==> config.mk <==
export PLATFORM = sky130hd
export DESIGN_NAME = fan_drive_tach_config
export DESIGN_NICKNAME = d
export VERILOG_FILES = /design/src/rtl/fan_cfg_pkg.sv /design/src/rtl/fan_drive_tach_config.sv /design/src/rtl/fan_pwm_gen.sv
export SDC_FILE = /design/constraint.sdc
export NUM_CORES = 1
export LEC_CHECK = 0
export ABC_AREA = 1
export BUFFER_PORTS_ARGS = -buffer_cell sky130_fd_sc_hd__buf_2
export CAP_MARGIN = 5
export CORE_MARGIN = 3
export CORE_UTILIZATION = 25
export DETAILED_ROUTE_END_ITERATION = 8
export GPL_ROUTABILITY_DRIVEN = 0
export PLACE_DENSITY_LB_ADDON = 0.1
export SETUP_SLACK_MARGIN = 0.2
export SKIP_CTS_REPAIR_TIMING = 1
export SLEW_MARGIN = 20
export SYNTH_ARGS = -nofsm -noshare
export SYNTH_HDL_FRONTEND = slang
export SYNTH_SLANG_ARGS = --single-unit
==> constraint.sdc <==
create_clock -name REF_CLK_I -period 21.7 [get_ports REF_CLK_I]
set_input_delay 2.17 -clock REF_CLK_I [delete_from_list [all_inputs] [get_ports REF_CLK_I]]
set_output_delay 2.17 -clock REF_CLK_I [all_outputs]
set_load 0.005 [all_outputs]
==> src/rtl/fan_cfg_pkg.sv <==
// Summary of operation
// - direct-write clear: level from temp and table; both read-only
// - direct-write set: level and table writable; level drives output
// - sense bit 0: pull low for off; sense bit 1: pull low for on
// - base clock choice bit selects 360 kHz when clear, 1.4 kHz when set
// - bits 7:6 of both config registers always read zero
// - mode 00 plain counting; mode 01 reports FFFF below minimum speed
// - modes 10 and 11 gate speed sensing by drive; FFFF below minimum
// - with 360 kHz base clock the speed-sense mode behaves as 00
// - speed-terminated kick clear: kick uses programmed level and duration
// - speed-terminated kick: full drive until time out or target speed
// - speed-terminated kick overrides kick level; start-up drive full
// - kick duration 000 skips the kick regardless of speed-terminated bit
// - kick level: 00 none unless speed-terminated, 01 half, 10 ~3/4, 11 full
// - drive frequency is base clock over 2n, with n of zero taken as one
// - drive level register reads zero while the kick is running
package fan_cfg_pkg;
  // ==========================================================
  // register map
  localparam logic [7:0] ADDR_TACH_LSB = 8'h46;
  localparam logic [7:0] ADDR_TACH_MSB = 8'h47;
  localparam logic [7:0] ADDR_LIM_LSB = 8'h48;
  localparam logic [7:0] ADDR_LIM_MSB = 8'h49;
  localparam logic [7:0] ADDR_SENSE_CFG = 8'h4A;
  localparam logic [7:0] ADDR_KICK_CFG = 8'h4B;
  localparam logic [7:0] ADDR_LEVEL = 8'h4C;
  localparam logic [7:0] ADDR_FREQ = 8'h4D;
  localparam logic [3:0] ADDR_LUT_HI = 4'h5;
  localparam logic [7:0] RST_SENSE_CFG = 8'h20;
  localparam logic [7:0] RST_KICK_CFG = 8'h3F;
  localparam logic [4:0] RST_FREQ = 5'h17;
  localparam logic [7:0] RST_LIM = 8'hFF;
  localparam logic [6:0] RST_LUT_TEMP = 7'h7F;
  localparam logic [5:0] RST_LUT_DUTY = 6'h3F;
  localparam int LUT_ENTRIES = 8;
  // ==========================================================
  // duty codes and modes
  localparam logic [5:0] DUTY_FULL = 6'h3F;
  localparam logic [5:0] DUTY_HALF = 6'h20;
  localparam logic [5:0] DUTY_3Q = 6'h30;
  localparam logic [5:0] DUTY_OFF = 6'h00;
  localparam logic [1:0] KICK_NONE = 2'h0;
  localparam logic [1:0] KICK_HALF = 2'h1;
  localparam logic [1:0] KICK_3Q = 2'h2;
  localparam logic [1:0] MODE_PLAIN = 2'h0;
  localparam logic [15:0] TACH_SAT = 16'hFFFF;
  // ==========================================================
  // timing
  localparam int unsigned REF_CLK_HZ = 40_000_000;
  localparam int unsigned BASE_FAST_HZ = 360_000;
  localparam int unsigned BASE_SLOW_HZ = 1_400;
  localparam int unsigned TACH_TICK_HZ = 90_000;
  localparam int unsigned KICK_STEP_US = 50_000;
  localparam int unsigned FAST_DIV_CYCLES = REF_CLK_HZ / BASE_FAST_HZ;
  localparam int unsigned SLOW_DIV_CYCLES = REF_CLK_HZ / BASE_SLOW_HZ;
  localparam int unsigned TACH_DIV_CYCLES = REF_CLK_HZ / TACH_TICK_HZ;
  localparam int unsigned KICK_STEP_CYCLES =
    (REF_CLK_HZ / 1_000_000) * KICK_STEP_US;

  typedef struct packed {
    logic [1:0] unused;
    logic direct;
    logic sense;
    logic slow_clk;
    logic rsvd;
    logic [1:0] mode;
  } sense_cfg_t;

  typedef struct packed {
    logic [1:0] unused;
    logic fast;
    logic [1:0] level;
    logic [2:0] time_sel;
  } kick_cfg_t;

  typedef enum logic [1:0] {
    ST_OFF = 2'b00,
    ST_KICK = 2'b01,
    ST_RUN = 2'b10
  } kick_state_t;
endpackage

==> src/rtl/fan_drive_tach_config.sv <==
`timescale 1ns/10ps
`default_nettype none
module fan_drive_tach_config
  import fan_cfg_pkg::*;
#(
  parameter int unsigned SLOW_DIV = SLOW_DIV_CYCLES,
  parameter int unsigned KICK_STEP = KICK_STEP_CYCLES
) (
  // clock and reset
  input wire logic REF_CLK_I,
  input wire logic RESET_I,
  // register port from the serial front end
  input wire logic [7:0] REG_ADDR_I,
  input wire logic [7:0] REG_WDATA_I,
  input wire logic REG_WR_I,
  input wire logic REG_RD_I,
  output logic [7:0] REG_RDATA_O,
  output logic REG_RVALID_O,
  // temperature from the measurement path
  input wire logic [7:0] REMOTE_TEMP_I,
  // fan pins
  input wire logic TACH_I,
  output logic FAN_DRV_O,
  output logic FAN_DRV_OE_N_O,
  // status
  output logic [1:0] TACH_MODE_O,
  output logic KICK_ACTIVE_O
);
  // ==========================================================
  // configuration registers
  sense_cfg_t sense_cfg, next_sense_cfg;
  kick_cfg_t kick_cfg, next_kick_cfg;
  logic [4:0] freq, next_freq;
  logic [5:0] level, next_level;
  logic [7:0] lim_lsb, next_lim_lsb, lim_msb, next_lim_msb;
  logic [6:0] lut_temp [LUT_ENTRIES];
  logic [5:0] lut_duty [LUT_ENTRIES];
  logic [6:0] next_lut_temp [LUT_ENTRIES];
  logic [5:0] next_lut_duty [LUT_ENTRIES];
  logic wr_lut;
  logic [2:0] lut_idx;

  assign wr_lut = REG_WR_I && (REG_ADDR_I[7:4] == ADDR_LUT_HI);
  assign lut_idx = REG_ADDR_I[3:1];

  always_comb begin
    next_sense_cfg = sense_cfg;
    next_kick_cfg = kick_cfg;
    next_freq = freq;
    next_level = level;
    next_lim_lsb = lim_lsb;
    next_lim_msb = lim_msb;
    if (REG_WR_I) begin
      case (REG_ADDR_I)
        ADDR_SENSE_CFG: begin
          // upper bits never stored
          next_sense_cfg = sense_cfg_t'({2'b00, REG_WDATA_I[5:0]});
        end
        ADDR_KICK_CFG: begin
          next_kick_cfg = kick_cfg_t'({2'b00, REG_WDATA_I[5:0]});
        end
        ADDR_FREQ: next_freq = REG_WDATA_I[4:0];
        ADDR_LIM_LSB: next_lim_lsb = REG_WDATA_I;
        ADDR_LIM_MSB: next_lim_msb = REG_WDATA_I;
        ADDR_LEVEL: begin
          if (sense_cfg.direct) begin
            next_level = REG_WDATA_I[5:0];
          end
        end
        default: begin
        end
      endcase
    end
  end

  always_ff @(posedge REF_CLK_I or posedge RESET_I) begin
    if (RESET_I) begin
      sense_cfg <= sense_cfg_t'(RST_SENSE_CFG);
      kick_cfg <= kick_cfg_t'(RST_KICK_CFG);
      freq <= RST_FREQ;
      level <= DUTY_OFF;
      lim_lsb <= RST_LIM;
      lim_msb <= RST_LIM;
    end else begin
      sense_cfg <= next_sense_cfg;
      kick_cfg <= next_kick_cfg;
      freq <= next_freq;
      level <= next_level;
      lim_lsb <= next_lim_lsb;
      lim_msb <= next_lim_msb;
    end
  end

  // ==========================================================
  // temperature-to-drive table
  logic [LUT_ENTRIES-1:0] exceed;
  logic [5:0] table_duty;

  for (genvar i = 0; i < LUT_ENTRIES; i++) begin : g_lut
    always_comb begin
      next_lut_temp[i] = lut_temp[i];
      next_lut_duty[i] = lut_duty[i];
      // table only writable in direct mode
      if (wr_lut && sense_cfg.direct && lut_idx == 3'(i)) begin
        if (REG_ADDR_I[0]) begin
          next_lut_duty[i] = REG_WDATA_I[5:0];
        end else begin
          next_lut_temp[i] = REG_WDATA_I[6:0];
        end
      end
    end
    always_ff @(posedge REF_CLK_I or posedge RESET_I) begin
      if (RESET_I) begin
        lut_temp[i] <= RST_LUT_TEMP;
        lut_duty[i] <= RST_LUT_DUTY;
      end else begin
        lut_temp[i] <= next_lut_temp[i];
        lut_duty[i] <= next_lut_duty[i];
      end
    end
    assign exceed[i] = REMOTE_TEMP_I > {1'b0, lut_temp[i]};
  end

  // highest exceeded entry wins; below every entry the fan is off
  always_comb begin
    table_duty = DUTY_OFF;
    for (int k = 0; k < LUT_ENTRIES; k++) begin
      if (exceed[k]) begin
        table_duty = lut_duty[k];
      end
    end
  end

  // ==========================================================
  // tachometer
  logic tach_s1, tach_s2, tach_d;
  logic [8:0] tdiv, next_tdiv;
  logic [15:0] tcnt, next_tcnt, tach_count, next_tach_count;
  logic tach_fresh, next_tach_fresh;
  logic [1:0] eff_mode;
  logic tach_rise, tach_tick, tach_sat, gate;
  logic drv_on;

  always_comb begin
    eff_mode = sense_cfg.slow_clk ? sense_cfg.mode : MODE_PLAIN;
    // gated modes only count while the drive powers the fan
    gate = !eff_mode[1] || drv_on;
    tach_rise = tach_s2 && !tach_d;
    tach_tick = (tdiv >= 9'(TACH_DIV_CYCLES - 1));
    tach_sat = (tcnt == TACH_SAT);
    next_tdiv = tach_tick ? 9'h000 : 9'(tdiv + 9'h001);
    next_tcnt = tcnt;
    next_tach_count = tach_count;
    next_tach_fresh = 1'b0;
    if (tach_rise) begin
      next_tcnt = 16'h0000;
      next_tach_count = tcnt;
      next_tach_fresh = 1'b1;
    end else if (tach_tick && gate && !tach_sat) begin
      next_tcnt = 16'(tcnt + 16'h0001);
    end
    // stalled fan: mode 00 keeps its stale reading by design
    if (tach_sat && !tach_rise && eff_mode != MODE_PLAIN) begin
      next_tach_count = TACH_SAT;
    end
  end

  always_ff @(posedge REF_CLK_I or posedge RESET_I) begin
    if (RESET_I) begin
      // pin idles high: a low reset here would fake an edge
      tach_s1 <= 1'b1;
      tach_s2 <= 1'b1;
      tach_d <= 1'b1;
      tdiv <= 9'h000;
      tcnt <= 16'h0000;
      tach_count <= TACH_SAT;
      tach_fresh <= 1'b0;
    end else begin
      tach_s1 <= TACH_I;
      tach_s2 <= tach_s1;
      tach_d <= tach_s2;
      tdiv <= next_tdiv;
      tcnt <= next_tcnt;
      tach_count <= next_tach_count;
      tach_fresh <= next_tach_fresh;
    end
  end

  // ==========================================================
  // start-up kick
  kick_state_t state, next_state;
  logic [23:0] ktimer, next_ktimer;
  logic [5:0] target, kick_duty, drive_duty;
  logic bypass, reached;

  always_comb begin
    target = sense_cfg.direct ? level : table_duty;
    case (kick_cfg.level)
      KICK_HALF: kick_duty = DUTY_HALF;
      KICK_3Q: kick_duty = DUTY_3Q;
      default: kick_duty = DUTY_FULL;
    endcase
    if (kick_cfg.fast) begin
      kick_duty = DUTY_FULL;
    end
    bypass = (kick_cfg.time_sel == 3'h0) ||
      (kick_cfg.level == KICK_NONE && !kick_cfg.fast);
    // lower count means faster fan
    reached = tach_fresh && (tach_count <= {lim_msb, lim_lsb});
    next_state = state;
    next_ktimer = ktimer;
    case (state)
      ST_OFF: begin
        if (target != DUTY_OFF) begin
          next_state = bypass ? ST_RUN : ST_KICK;
          next_ktimer = 24'(kick_cfg.time_sel * KICK_STEP);
        end
      end
      ST_KICK: begin
        next_ktimer = 24'(ktimer - 24'h000001);
        if (ktimer <= 24'h000001 || (kick_cfg.fast && reached)) begin
          next_state = ST_RUN;
        end
      end
      ST_RUN: begin
        if (target == DUTY_OFF) begin
          next_state = ST_OFF;
        end
      end
      default: next_state = ST_OFF;
    endcase
    drive_duty = (state == ST_KICK) ? kick_duty : target;
  end

  always_ff @(posedge REF_CLK_I or posedge RESET_I) begin
    if (RESET_I) begin
      state <= ST_OFF;
      ktimer <= 24'h000000;
    end else begin
      state <= next_state;
      ktimer <= next_ktimer;
    end
  end

  fan_pwm_gen #(
    .SLOW_DIV(SLOW_DIV)
  ) u_pwm (
    .clk_i(REF_CLK_I),
    .rst_i(RESET_I),
    .duty_i(drive_duty),
    .freq_i(freq),
    .slow_i(sense_cfg.slow_clk),
    .sense_i(sense_cfg.sense),
    .on_o(drv_on),
    .oe_n_o(FAN_DRV_OE_N_O)
  );

  // ==========================================================
  // read path and status outputs
  logic [7:0] next_rdata;

  always_comb begin
    next_rdata = 8'h00;
    if (REG_ADDR_I[7:4] == ADDR_LUT_HI) begin
      next_rdata = REG_ADDR_I[0] ? {2'b00, lut_duty[lut_idx]} :
        {1'b0, lut_temp[lut_idx]};
    end else begin
      case (REG_ADDR_I)
        ADDR_SENSE_CFG: next_rdata = {2'b00, sense_cfg[5:0]};
        ADDR_KICK_CFG: next_rdata = {2'b00, kick_cfg[5:0]};
        ADDR_FREQ: next_rdata = {3'b000, freq};
        ADDR_LIM_LSB: next_rdata = lim_lsb;
        ADDR_LIM_MSB: next_rdata = lim_msb;
        ADDR_TACH_LSB: next_rdata = tach_count[7:0];
        ADDR_TACH_MSB: next_rdata = tach_count[15:8];
        ADDR_LEVEL: begin
          next_rdata = (state == ST_KICK) ? 8'h00 :
            {2'b00, target};
        end
        default: next_rdata = 8'h00;
      endcase
    end
  end

  always_ff @(posedge REF_CLK_I or posedge RESET_I) begin
    if (RESET_I) begin
      REG_RDATA_O <= 8'h00;
      REG_RVALID_O <= 1'b0;
      TACH_MODE_O <= MODE_PLAIN;
      KICK_ACTIVE_O <= 1'b0;
      FAN_DRV_O <= 1'b0;
    end else begin
      REG_RDATA_O <= REG_RD_I ? next_rdata : 8'h00;
      REG_RVALID_O <= REG_RD_I;
      TACH_MODE_O <= eff_mode;
      KICK_ACTIVE_O <= (next_state == ST_KICK);
      FAN_DRV_O <= 1'b0;
    end
  end
endmodule
`default_nettype wire

==> src/rtl/fan_pwm_gen.sv <==
`timescale 1ns/10ps
`default_nettype none
module fan_pwm_gen
  import fan_cfg_pkg::*;
#(
  parameter int unsigned SLOW_DIV = SLOW_DIV_CYCLES
) (
  // clock and reset
  input wire logic clk_i,
  input wire logic rst_i,
  // control
  input wire logic [5:0] duty_i,
  input wire logic [4:0] freq_i,
  input wire logic slow_i,
  input wire logic sense_i,
  // drive
  output logic on_o,
  output logic oe_n_o
);
  // ==========================================================
  // base clock and phase
  logic [14:0] div_cnt, next_div_cnt;
  logic [5:0] phase, next_phase;
  logic next_on, next_oe_n;
  logic [14:0] div_top;
  logic [5:0] two_n;
  logic tick;

  always_comb begin
    div_top = slow_i ? 15'(SLOW_DIV - 1) : 15'(FAST_DIV_CYCLES - 1);
    // n of zero counts as one
    two_n = (freq_i == 5'h00) ? 6'h02 : {freq_i, 1'b0};
    tick = (div_cnt >= div_top);
    next_div_cnt = tick ? 15'h0000 : 15'(div_cnt + 15'h0001);
    next_phase = phase;
    if (tick) begin
      next_phase = (phase >= 6'(two_n - 6'h01)) ? 6'h00 :
        6'(phase + 6'h01);
    end
    // compare phase/2n against duty/63 without a divider
    next_on = (12'(phase) * 12'h03F) < (12'(duty_i) * 12'(two_n));
    next_oe_n = next_on ^ sense_i;
  end

  always_ff @(posedge clk_i or posedge rst_i) begin
    if (rst_i) begin
      div_cnt <= 15'h0000;
      phase <= 6'h00;
      on_o <= 1'b0;
      oe_n_o <= 1'b0;
    end else begin
      div_cnt <= next_div_cnt;
      phase <= next_phase;
      on_o <= next_on;
      oe_n_o <= next_oe_n;
    end
  end
endmodule
`default_nettype wire

Word level (Yosys, flattened, before mapping)

Cells that the tools add are included.

Bits of input ports: 29
Register bits after elaboration: 249

Muxes and demuxes: 41
Equality and inequality tests: 23
$mul: 3
$lt $le $gt $ge: 15
Bitwise logic cells: 3
Reduce and logical (&&, ||, !) cells: 60
$add $sub $neg: 6

Operators by type and width:

| operator                | number |
|---|---|
| $mux W6                 | 16 |
| $eq A8 B7 Y1 const B    | 8 |
| $gt A8 B7 Y1            | 8 |
| $mux W16                | 4 |
| $pmux W8 S8             | 1 |
| $pmux W24 S2            | 1 |
| $reduce_and A2 Y1       | 22 |
| $mux W15                | 2 |
| $le A24 B1 Y1 const B   | 1 |
| $mux W24                | 1 |
| $sub A24 B1 Y24 const B | 1 |
| $bmux W7 S3             | 1 |
| $mux W7                 | 3 |
| $bmux W6 S3             | 1 |
| $logic_and A1 B1 Y1     | 18 |
| $mul A3 B14 Y17 const B | 1 |
| $add A16 B1 Y16 const B | 1 |
| $eq A16 B16 Y1 const B  | 1 |
| $le A16 B16 Y1          | 1 |
| $mux W8                 | 2 |
| $add A15 B1 Y15 const B | 1 |
| $ge A15 B15 Y1          | 1 |
| $eq A3 B3 Y1 const B    | 4 |
| $lt A12 B12 Y1          | 1 |
| 31 further kinds        | 50 |

Logic depth before layout (Yosys ltp)

Gate-level depths: netlist of run 1.

Word-level depth: 14
Depth in mapped cells: 43
Mapped depth without buffers: 43

Cells and area by module

From an unflattened synthesis of run 1, not the netlist that was laid out.

Cell total of the unflattened synthesis: 2251
Area, all modules: 17376.7 µm²

Modules (own cells, without submodules):

| module                | times used | cells each | area each (µm²) |
|---|---|---|---|
| fan_drive_tach_config | 1          | 1773       | 13685.6 |
| fan_pwm_gen           | 1          | 478        | 3691.0 |

Worst setup path after synthesis of run 1

No wires, ideal clock.

Path type: input to register
Start: input port REMOTE_TEMP_I[0]
End: register u_pwm.oe_n_o
Path slack: 14.015 ns
Data arrival time: 7.568 ns
Stages: 36
Buffers on the path: 1
Path through: inv_1 -> ha_1 -> nand3_1 -> or2_2 -> clkbuf_2 -> nand2_2 -> o21ai_1 -> inv_1 -> a21oi_1 -> o21bai_1 -> nand2_1 -> nand2_1 -> nand2_1 -> a21oi_1 -> inv_1 -> nor2_1 -> fa_1 -> fa_1 -> inv_1 -> fa_1 -> inv_1 -> ha_1 -> a21oi_1 -> nand2_1 -> a21oi_1 -> o21ai_0 -> a21o_1 -> a21oi_1 -> xor2_1 -> ha_1 -> nand2_1 -> a21oi_1 -> a211oi_1 -> nand2_1 -> nand2_1 -> nand2_1

Longest elaborated chain between the ends: 14
Elaborated cells on any way between the ends: 21

RTL lines:

| element                   | RTL line                     | RTL |
|---|---|---|
| from (decl)               | fan_drive_tach_config.sv:20  | `input wire logic [7:0] REMOTE_TEMP_I,` |
| $gt A8 B7 Y1              | fan_drive_tach_config.sv:121 | `assign exceed[i] = REMOTE_TEMP_I > {1'b0, lut_temp[i]};` |
| $mux W6 (7 in a row)      | fan_drive_tach_config.sv:128 | `if (exceed[k]) begin` |
| $mux W6 (*)               | fan_drive_tach_config.sv:128 |  |
| $mux W6 (*)               | fan_drive_tach_config.sv:197 | `target = sense_cfg.direct ? level : table_duty;` |
| $mux W6 (*)               | fan_drive_tach_config.sv:232 | `drive_duty = (state == ST_KICK) ? kick_duty : target;` |
| $mul A6 B6 Y12 (*)        | fan_pwm_gen.sv:41            | `next_on = (12'(phase) * 12'h03F) < (12'(duty_i) * 12'(two_n));` |
| $lt A12 B12 Y1 (*)        | fan_pwm_gen.sv:41            |  |
| $xor A1 B1 Y1 (*)         | fan_pwm_gen.sv:42            | `next_oe_n = next_on ^ sense_i;` |
| named net u_pwm.next_oe_n | fan_pwm_gen.sv:24            | `logic next_on, next_oe_n;` |
| to (signal assigned)      | fan_pwm_gen.sv:55            | `oe_n_o <= next_oe_n;` |
| to (decl)                 | fan_pwm_gen.sv:18            | `output logic oe_n_o` |

Mark *: on every way through the listed nets, which the timed path passes. The rest lies on a longest branch.
A chain may end at the register's enable or synchronous reset.

Final worst setup path of run 1

Start: input port REMOTE_TEMP_I[5]
End: register u_pwm.oe_n_o

Same word-level chain as after synthesis.

==> results of run 1 <==
-- synth_stat cells (8+ instances only) --
cell	instances
nand3_1	107
xor2_1	20
a221oi_1	10
nand4_1	19
nor2_1	135
o211ai_1	12
inv_1	339
clkbuf_1	60
ha_1	160
clkinv_1	9
dfstp_2	150
o22ai_1	45
xnor2_1	12
nand2_1	485
fa_1	29
nor3b_1	8
or2_2	16
o21ai_0	228
a21oi_1	77
dfrtp_1	99
o2111ai_1	9
nor3_1	29
-- cell families after synthesis --
family                     Yosys count  synth area share (%)
AOI/OAI and AO/OA                  436                 14.66
xor gates and xnor gates            32                 1.659
adders and majority gates          189                 15.28
buffers and inverters              421                 9.589
DFF                                249                 37.99
muxes                                1               0.05924
other                                1               0.02219
and+or+nand+nor                    825                 20.74
-- metal layers --
layer / share of wire, % / GRT usage, % / vias to the layer above
li1: - / - / 7094
met1: 50 / 22.33 / 6809
met2: 44 / 24.21 / 237
met3: 3.5 / 2.179 / 74
met4: 2.5 / 4.090 / 0
met5: 0 / 0 / -
-- final cells by class --
| type | instances | area share [%] |
|---|---|---|
| clock buffer | 49 | 5.361 |
| clock inverter | 14 | 0.9825 |
| inverter | 352 | 6.910 |
| multi-input combinational | 1484 | 46.11 |
| sequential | 249 | 33.38 |
| tap | 864 | 5.622 |
| timing repair buffer | 54 | 1.640 |
-- worst paths after layout --
path | startpoint | endpoint | slack [ns]
worst max-delay path | REMOTE_TEMP_I[5] | u_pwm.oe_n_o | 13.59
worst max register to register | lut_temp[33] | u_pwm.oe_n_o | 14.86
min in group asynchronous | RESET_I | REG_RDATA_O[0] | 1.82
worst min-delay path | tach_s1 | tach_s2 | 0.36
worst min register to register | tach_s1 | tach_s2 | 0.36
max in group asynchronous | RESET_I | tcnt[1] | 18.59
-- power groups by stage --
stage / sequential, mW / clock (mW) / combinational, mW
3_3_place_gp: 0.522 / 0 / 0.282
4_1_cts: 0.515 / 0.639 / 0.288
5_1_grt: 0.519 / 0.655 / 0.329
2_1_floorplan: 0.513 / 0 / 0.208
6_report: 0.515 / 0.615 / 0.282
3_5_place_dp: 0.522 / 0 / 0.287
-- worst max-delay path: cells and delay by family --
kind	cells	cell delay [ns]
compound gates	11	1.68
xor+xnor	1	0.18
fa+ha+maj	6	2.48
buf+inv	5	0.46
simple gates	16	1.57
-- flip-flops by register name, summed over array words and instances, names as in the netlist, 2 cells and up --
register       flops
level              6
tdiv               9
state              2
lut_duty          48
REG_RDATA_O        8
lim_lsb            8
u_pwm.phase        6
tcnt              16
lut_temp          56
lim_msb            8
sense_cfg          6
tach_count        16
freq               5
u_pwm.div_cnt     15
ktimer            24
TACH_MODE_O        2
kick_cfg           6
==> flow_summary.json, run 1 <==
{
  "status": "complete, no violations",
  "reg2regPathDepth": 39,
  "skew_ns": 0.02557,
  "fin_crit_ns": 8.109,
  "async_flop_share_pct": 100.0,
  "combPwrFrac_pct": 20.0,
  "final_cell_mix": "nand2_1, inv_1, o21ai_0, ha_1, dfstp_2",
  "n_antenna_cell": 0,
  "grtUsageTotal_pct": 15.46,
  "fp.coreArea_um2": 66330,
  "initial_core_util_pct": 25.47,
  "fin_area_um2": 19230,
  "worst_hold_path.num_cells": 0,
  "swShare_pct": 31.36,
  "clkPwrFrac_pct": 43.6,
  "clock_sinks": 249,
  "syn-num-nets": 2372,
  "ys_seq_area_share_pct": 37.99,
  "finalCritPeriodShare_pct": 37.37,
  "slowest_delay_ns": 0.55,
  "final.setup.tns_ns": 0,
  "ys_ff_latch": 249,
  "cts_made_buffers": 35,
  "hold_viol_final": 0,
  "fmax_mhz": 123.3,
  "wl_per_cell_um": 17.71,
  "cts_max_level": 2,
  "maxCapViolations": 0,
  "regArea_um2": 6419,
  "grt_pass1_vias": 14280,
  "port_buffers": 41,
  "place_ws_ns": 13.03,
  "vias": 14210,
  "hold_path.class": "reg -> reg",
  "yosys.area.top_type": "dfstp_2",
  "synthCells": 2154,
  "intPower_uw": 969.7,
  "cts_root_buffer": "clkbuf_16",
  "syn_area_um2": 16900,
  "worst_pin_slew_ns": 1.138,
  "syn_to_final_growth_pct": 13.80,
  "finalNetCount": 2394,
  "dieArea_um2": 70750,
  "grt_max_degree": 146,
  "p_per_area_nw_per_um2": 73.47,
  "synth_top_cells_by_area": "dfstp_2, dfrtp_1, ha_1",
  "crit_slowest_cell": "fa_1",
  "utilization_pct": 28.99,
  "die_y_um": 266.0,
  "ios": 43,
  "ys.flop_type": "dfstp_2",
  "power.switching_uw": 443.1,
  "synth_warnings": 0,
  "fin_ws_ns": 13.59,
  "crit_required_ns": 22.13,
  "cp-end-kind": "flop",
  "hold-worst-slack_ns": 0.3592,
  "p_leak_nw": 8.858,
  "rows": 94,
  "antenna_left": 0,
  "dp_cells": 3003,
  "crit_top_cell": "nand2_1",
  "worstPathArrival_ns": 8.54,
  "multi_input_area_um2": 8866,
  "worstSetupPathType": "in -> reg",
  "max_slew_margin_pct": 24.08,
  "drc": 0,
  "drive_above_1_share_pct": 13.76,
  "final_cells": 3066,
  "cts_tree": "yes",
  "clk_pin_slew_ns": 0.05,
  "die_w_um": 266.0,
  "antenna_found_initial": 2,
  "synth_edf_count": 0,
  "setup_viol": 0,
  "worst-path-max-fanout": 8,
  "hpwlAfterDp_um": 39060,
  "ir_drop_v": 0.00004454,
  "via_per_inst": 4.636,
  "startpoint_type": "input pin",
  "power_mw": 1.413,
  "rsz0062_at_grt": "false",
  "grt_overflow": 0,
  "synth_top_area_share_pct": 23.32,
  "placed_area_um2": 18010,
  "slew_violations": 0,
  "dr.first_iter.drc_count": 913,
  "firstDrtPassIters": 6,
  "grt_pass1_wl_um": 85340,
  "totalWireLength_um": 54310,
  "syn_avg_cell_area_um2": 7.845,
  "seqPwrFrac_pct": 36.5,
  "nFillCells": 7287,
  "cts_buffer_depth": 3,
  "ys_types": 61,
  "final_common_cell": "nand2_1",
  "clock_latency_ns": 0.55
}
(Power assumes the default switching activity.)
==> run 2, diff against run 1 <==
Settings changed: ABC_AREA 1 to 0.
Clock period 21.7 ns to 7 ns, I/O delays scaled along.
==> run 2 against run 1 <==
Register-to-register slack lost 15 ns. Combinational power grew to 3.4 times the previous value. Count of clock-buffer cells in the layout shrank 5. First-iteration DRC count shrank 19%. Setup slack lost 13 ns. Global-route usage grew 0.33 points. Core utilization grew 1.8 points. Synthesized area grew 1.6%. Non-clock buffer count grew 114. Wire length grew 4.7%. Cell count shrank 12%.
==> flow_summary.json, run 2 <==
{
  "fin_crit_ns": 6.704,
  "cts_buffer_depth": 3,
  "clk_pin_slew_ns": 0.06,
  "synth.top_cells.by_count": "inv_1, ha_1, dfstp_2",
  "crit_top_cell": "ha_1",
  "global_route.usage.met3_pct": 2.371,
  "via_per_inst": 4.896,
  "crit_slowest_cell": "dfstp_2",
  "maxCapViolations": 0,
  "cp-end-kind": "flop",
  "synth_top_family_by_area": "compound AO/OA/AOI/OAI gates",
  "worst_r2r_startpoint": "lut_temp[18]",
  "cts_root_buffer": "clkbuf_16",
  "cts_made_buffers": 30,
  "r2r-end": "u_pwm.oe_n_o",
  "synthMuxAreaShare_pct": 10.91,
  "slew_violations": 0,
  "initial_core_util_pct": 25.39,
  "startpoint_type": "flop",
  "ys_ff_latch": 249,
  "p_per_area_nw_per_um2": 203.5,
  "worst-path-max-fanout": 6,
  "finalNetCount": 2031,
  "async_flop_share_pct": 100.0,
  "syn_to_final_growth_pct": 21.11,
  "totalWireLength_um": 56890,
  "rrSetupSlack_ns": 0.30,
  "ys_types": 90,
  "clock_sinks": 249,
  "worstPathArrival_ns": 7.16,
  "synthAdderAreaFrac_pct": 15.04,
  "finalCritPeriodShare_pct": 95.78,
  "hold_start": "TACH_I",
  "regMostFlops": "lut_temp",
  "reg_top3": "lut_temp (56), lut_duty (48), ktimer (24)",
  "dieArea_um2": 71870,
  "synth_edf_count": 0,
  "fmax_mhz": 149.2,
  "grt_pass1_wl_um": 86560,
  "grt-busiest-layer": "met2",
  "hold_path.class": "in -> reg",
  "synth_top_cells_by_area": "dfstp_2, dfrtp_1, ha_1",
  "firstDrtPassIters": 7,
  "cts_tree": "yes",
  "port_buffers": 41,
  "final.setup.tns_ns": 0,
  "synth.most_common_cell": "inv_1",
  "die_w_um": 268.1,
  "fin_ws_ns": 0.2957,
  "p_leak_nw": 9.286,
  "worst_pin_slew_ns": 1.043,
  "drive_above_1_share_pct": 33.39,
  "syn-num-nets": 1899,
  "cts_max_level": 1,
  "fp.coreArea_um2": 67630,
  "grt_use_met1_pct": 21.10,
  "worstSetupPathType": "reg -> reg",
  "vias": 13270,
  "final_common_cell": "dfstp_2",
  "max_slew_margin_pct": 30.20,
  "yosys.area.top_type": "dfstp_2",
  "synth_warnings": 0,
  "synthCells": 1681,
  "syn_area_um2": 17170,
  "rsz0062_at_grt": "true",
  "setup_viol": 0,
  "grtUsageTotal_pct": 15.78,
  "path_buf_inv": 6,
  "status": "complete, no violations",
  "final_cell_mix": "dfstp_2, inv_1, ha_1, nand2_1, buf_4",
  "antenna_found_initial": 4,
  "synth_xor_area_share_pct": 2.805,
  "hold_viol_final": 0,
  "rows": 95,
  "holdPathEnd": "tach_s1",
  "die_y_um": 268.1,
  "drc": 0,
  "ys.flop_type": "dfstp_2",
  "hpwlAfterDp_um": 42070,
  "wl_per_cell_um": 20.99,
  "synth_top_area_share_pct": 22.95,
  "skew_ns": 0.01201,
  "dr.first_iter.drc_count": 738,
  "slowest_delay_ns": 0.53,
  "cp_top_family": "compound AO/OA/AOI/OAI gates",
  "syn_avg_cell_area_um2": 10.22,
  "clock_latency_ns": 0.58,
  "place_ws_ns": -0.6054,
  "grt_max_degree": 117,
  "synthSimpleGateAreaFrac_pct": 12.80,
  "worst_hold_path.num_cells": 1,
  "largest_register_ffs": 56,
  "antenna_left": 0,
  "grtUsageMet2_pct": 26.98,
  "crit_required_ns": 7.46,
  "ys_seq_area_share_pct": 37.38,
  "ios": 43,
  "synth-compound-area-share_pct": 15.90,
  "grt_pass1_vias": 13670,
  "ir_drop_v": 0.0001761,
  "reg2regPathDepth": 31,
  "grt_overflow": 0
}
==> run 2: cell count changes after synthesis, moves of 22 or more <==
cell,change
nand2_1,-361
inv_1,-177
o21ai_0,-138
mux2_2,+97
nand3_1,-63
o22ai_1,-40
a21oi_1,-37
mux4_2,+32
and2_1,+22
==> run 2: worst max path at each step <==
stage,slack (ns),cells past startpoint,end,from
after detailed placement,-0.61,29,u_pwm.oe_n_o,REMOTE_TEMP_I[4]
after global routing,0.05,31,u_pwm.oe_n_o,lut_temp[16]
final,0.30,31,u_pwm.oe_n_o,lut_temp[18]
after global placement,-0.51,29,u_pwm.oe_n_o,REMOTE_TEMP_I[4]
after CTS,-0.32,29,u_pwm.oe_n_o,lut_temp[19]
after floorplan,0.21,29,u_pwm.oe_n_o,REMOTE_TEMP_I[0]
==> run 2: area by class of cell <==
cell class	instances	area, um2
antenna	1	2.502
clock buffer	44	894.6
clock inverter	11	113.9
fill	7009	46830
inverter	163	620.6
multi-input combinational	1201	10440
sequential	249	6419
tap	873	1092
timing repair buffer	168	1219
==> run 2: through the flow <==
| stage | instances | power (mW) | cell area (um2) | hold slack, ns | utilization, % |
|---|---|---|---|---|---|
| global placement | 2632 | 2.613 | 19040 | 0.3499 | 28.15 |
| floorplan | 1681 | 2.281 | 17180 | 0.3452 | - |
| detailed placement | 2632 | 2.620 | 19040 | 0.3489 | 28.15 |
| global route | 2709 | 4.494 | 20800 | 0.1947 | 30.75 |
| finish | 2710 | 4.233 | 20800 | 0.2196 | 30.75 |
| CTS | 2687 | 4.273 | 20050 | 0.1896 | 29.65 |
==> run 2: worst register-to-register path: cells and delay by family (launching register included) <==
family / cells / cell delay (ns)
compound gates: 12 / 2.30
fa+ha+maj: 7 / 2.26
buf+inv: 6 / 0.65
simple gates: 4 / 0.63
flops: 1 / 0.53
xor+xnor: 2 / 0.23
==> run 2: metal layers <==
| metal | share of wire, % | up-vias |
|---|---|---|
| li1 | - | 6330 |
| met1 | 46 | 6653 |
| met2 | 48 | 209 |
| met3 | 3.5 | 75 |
| met4 | 2.4 | 2 |
| met5 | 0.016 | - |
==> run 2: cells by family (layout without fill, tap and decap cells) <==
kind of cell,count (synthesis),after routing
muxes,135,135
AOI/OAI and AO/OA,373,373
buffers and inverters,231,386
xor gates and xnor gates,55,55
other,1,2
adders and majority gates,189,189
DFF,249,249
and+or+nand+nor,448,448
==> run 2: report_power, final <==
group	internal (mW)	switching, mW	total [mW]
logic	0.435	0.513	0.948
registers	1.55	0.126	1.68
clock network	0.953	0.655	1.61
total	2.94	1.29	4.23
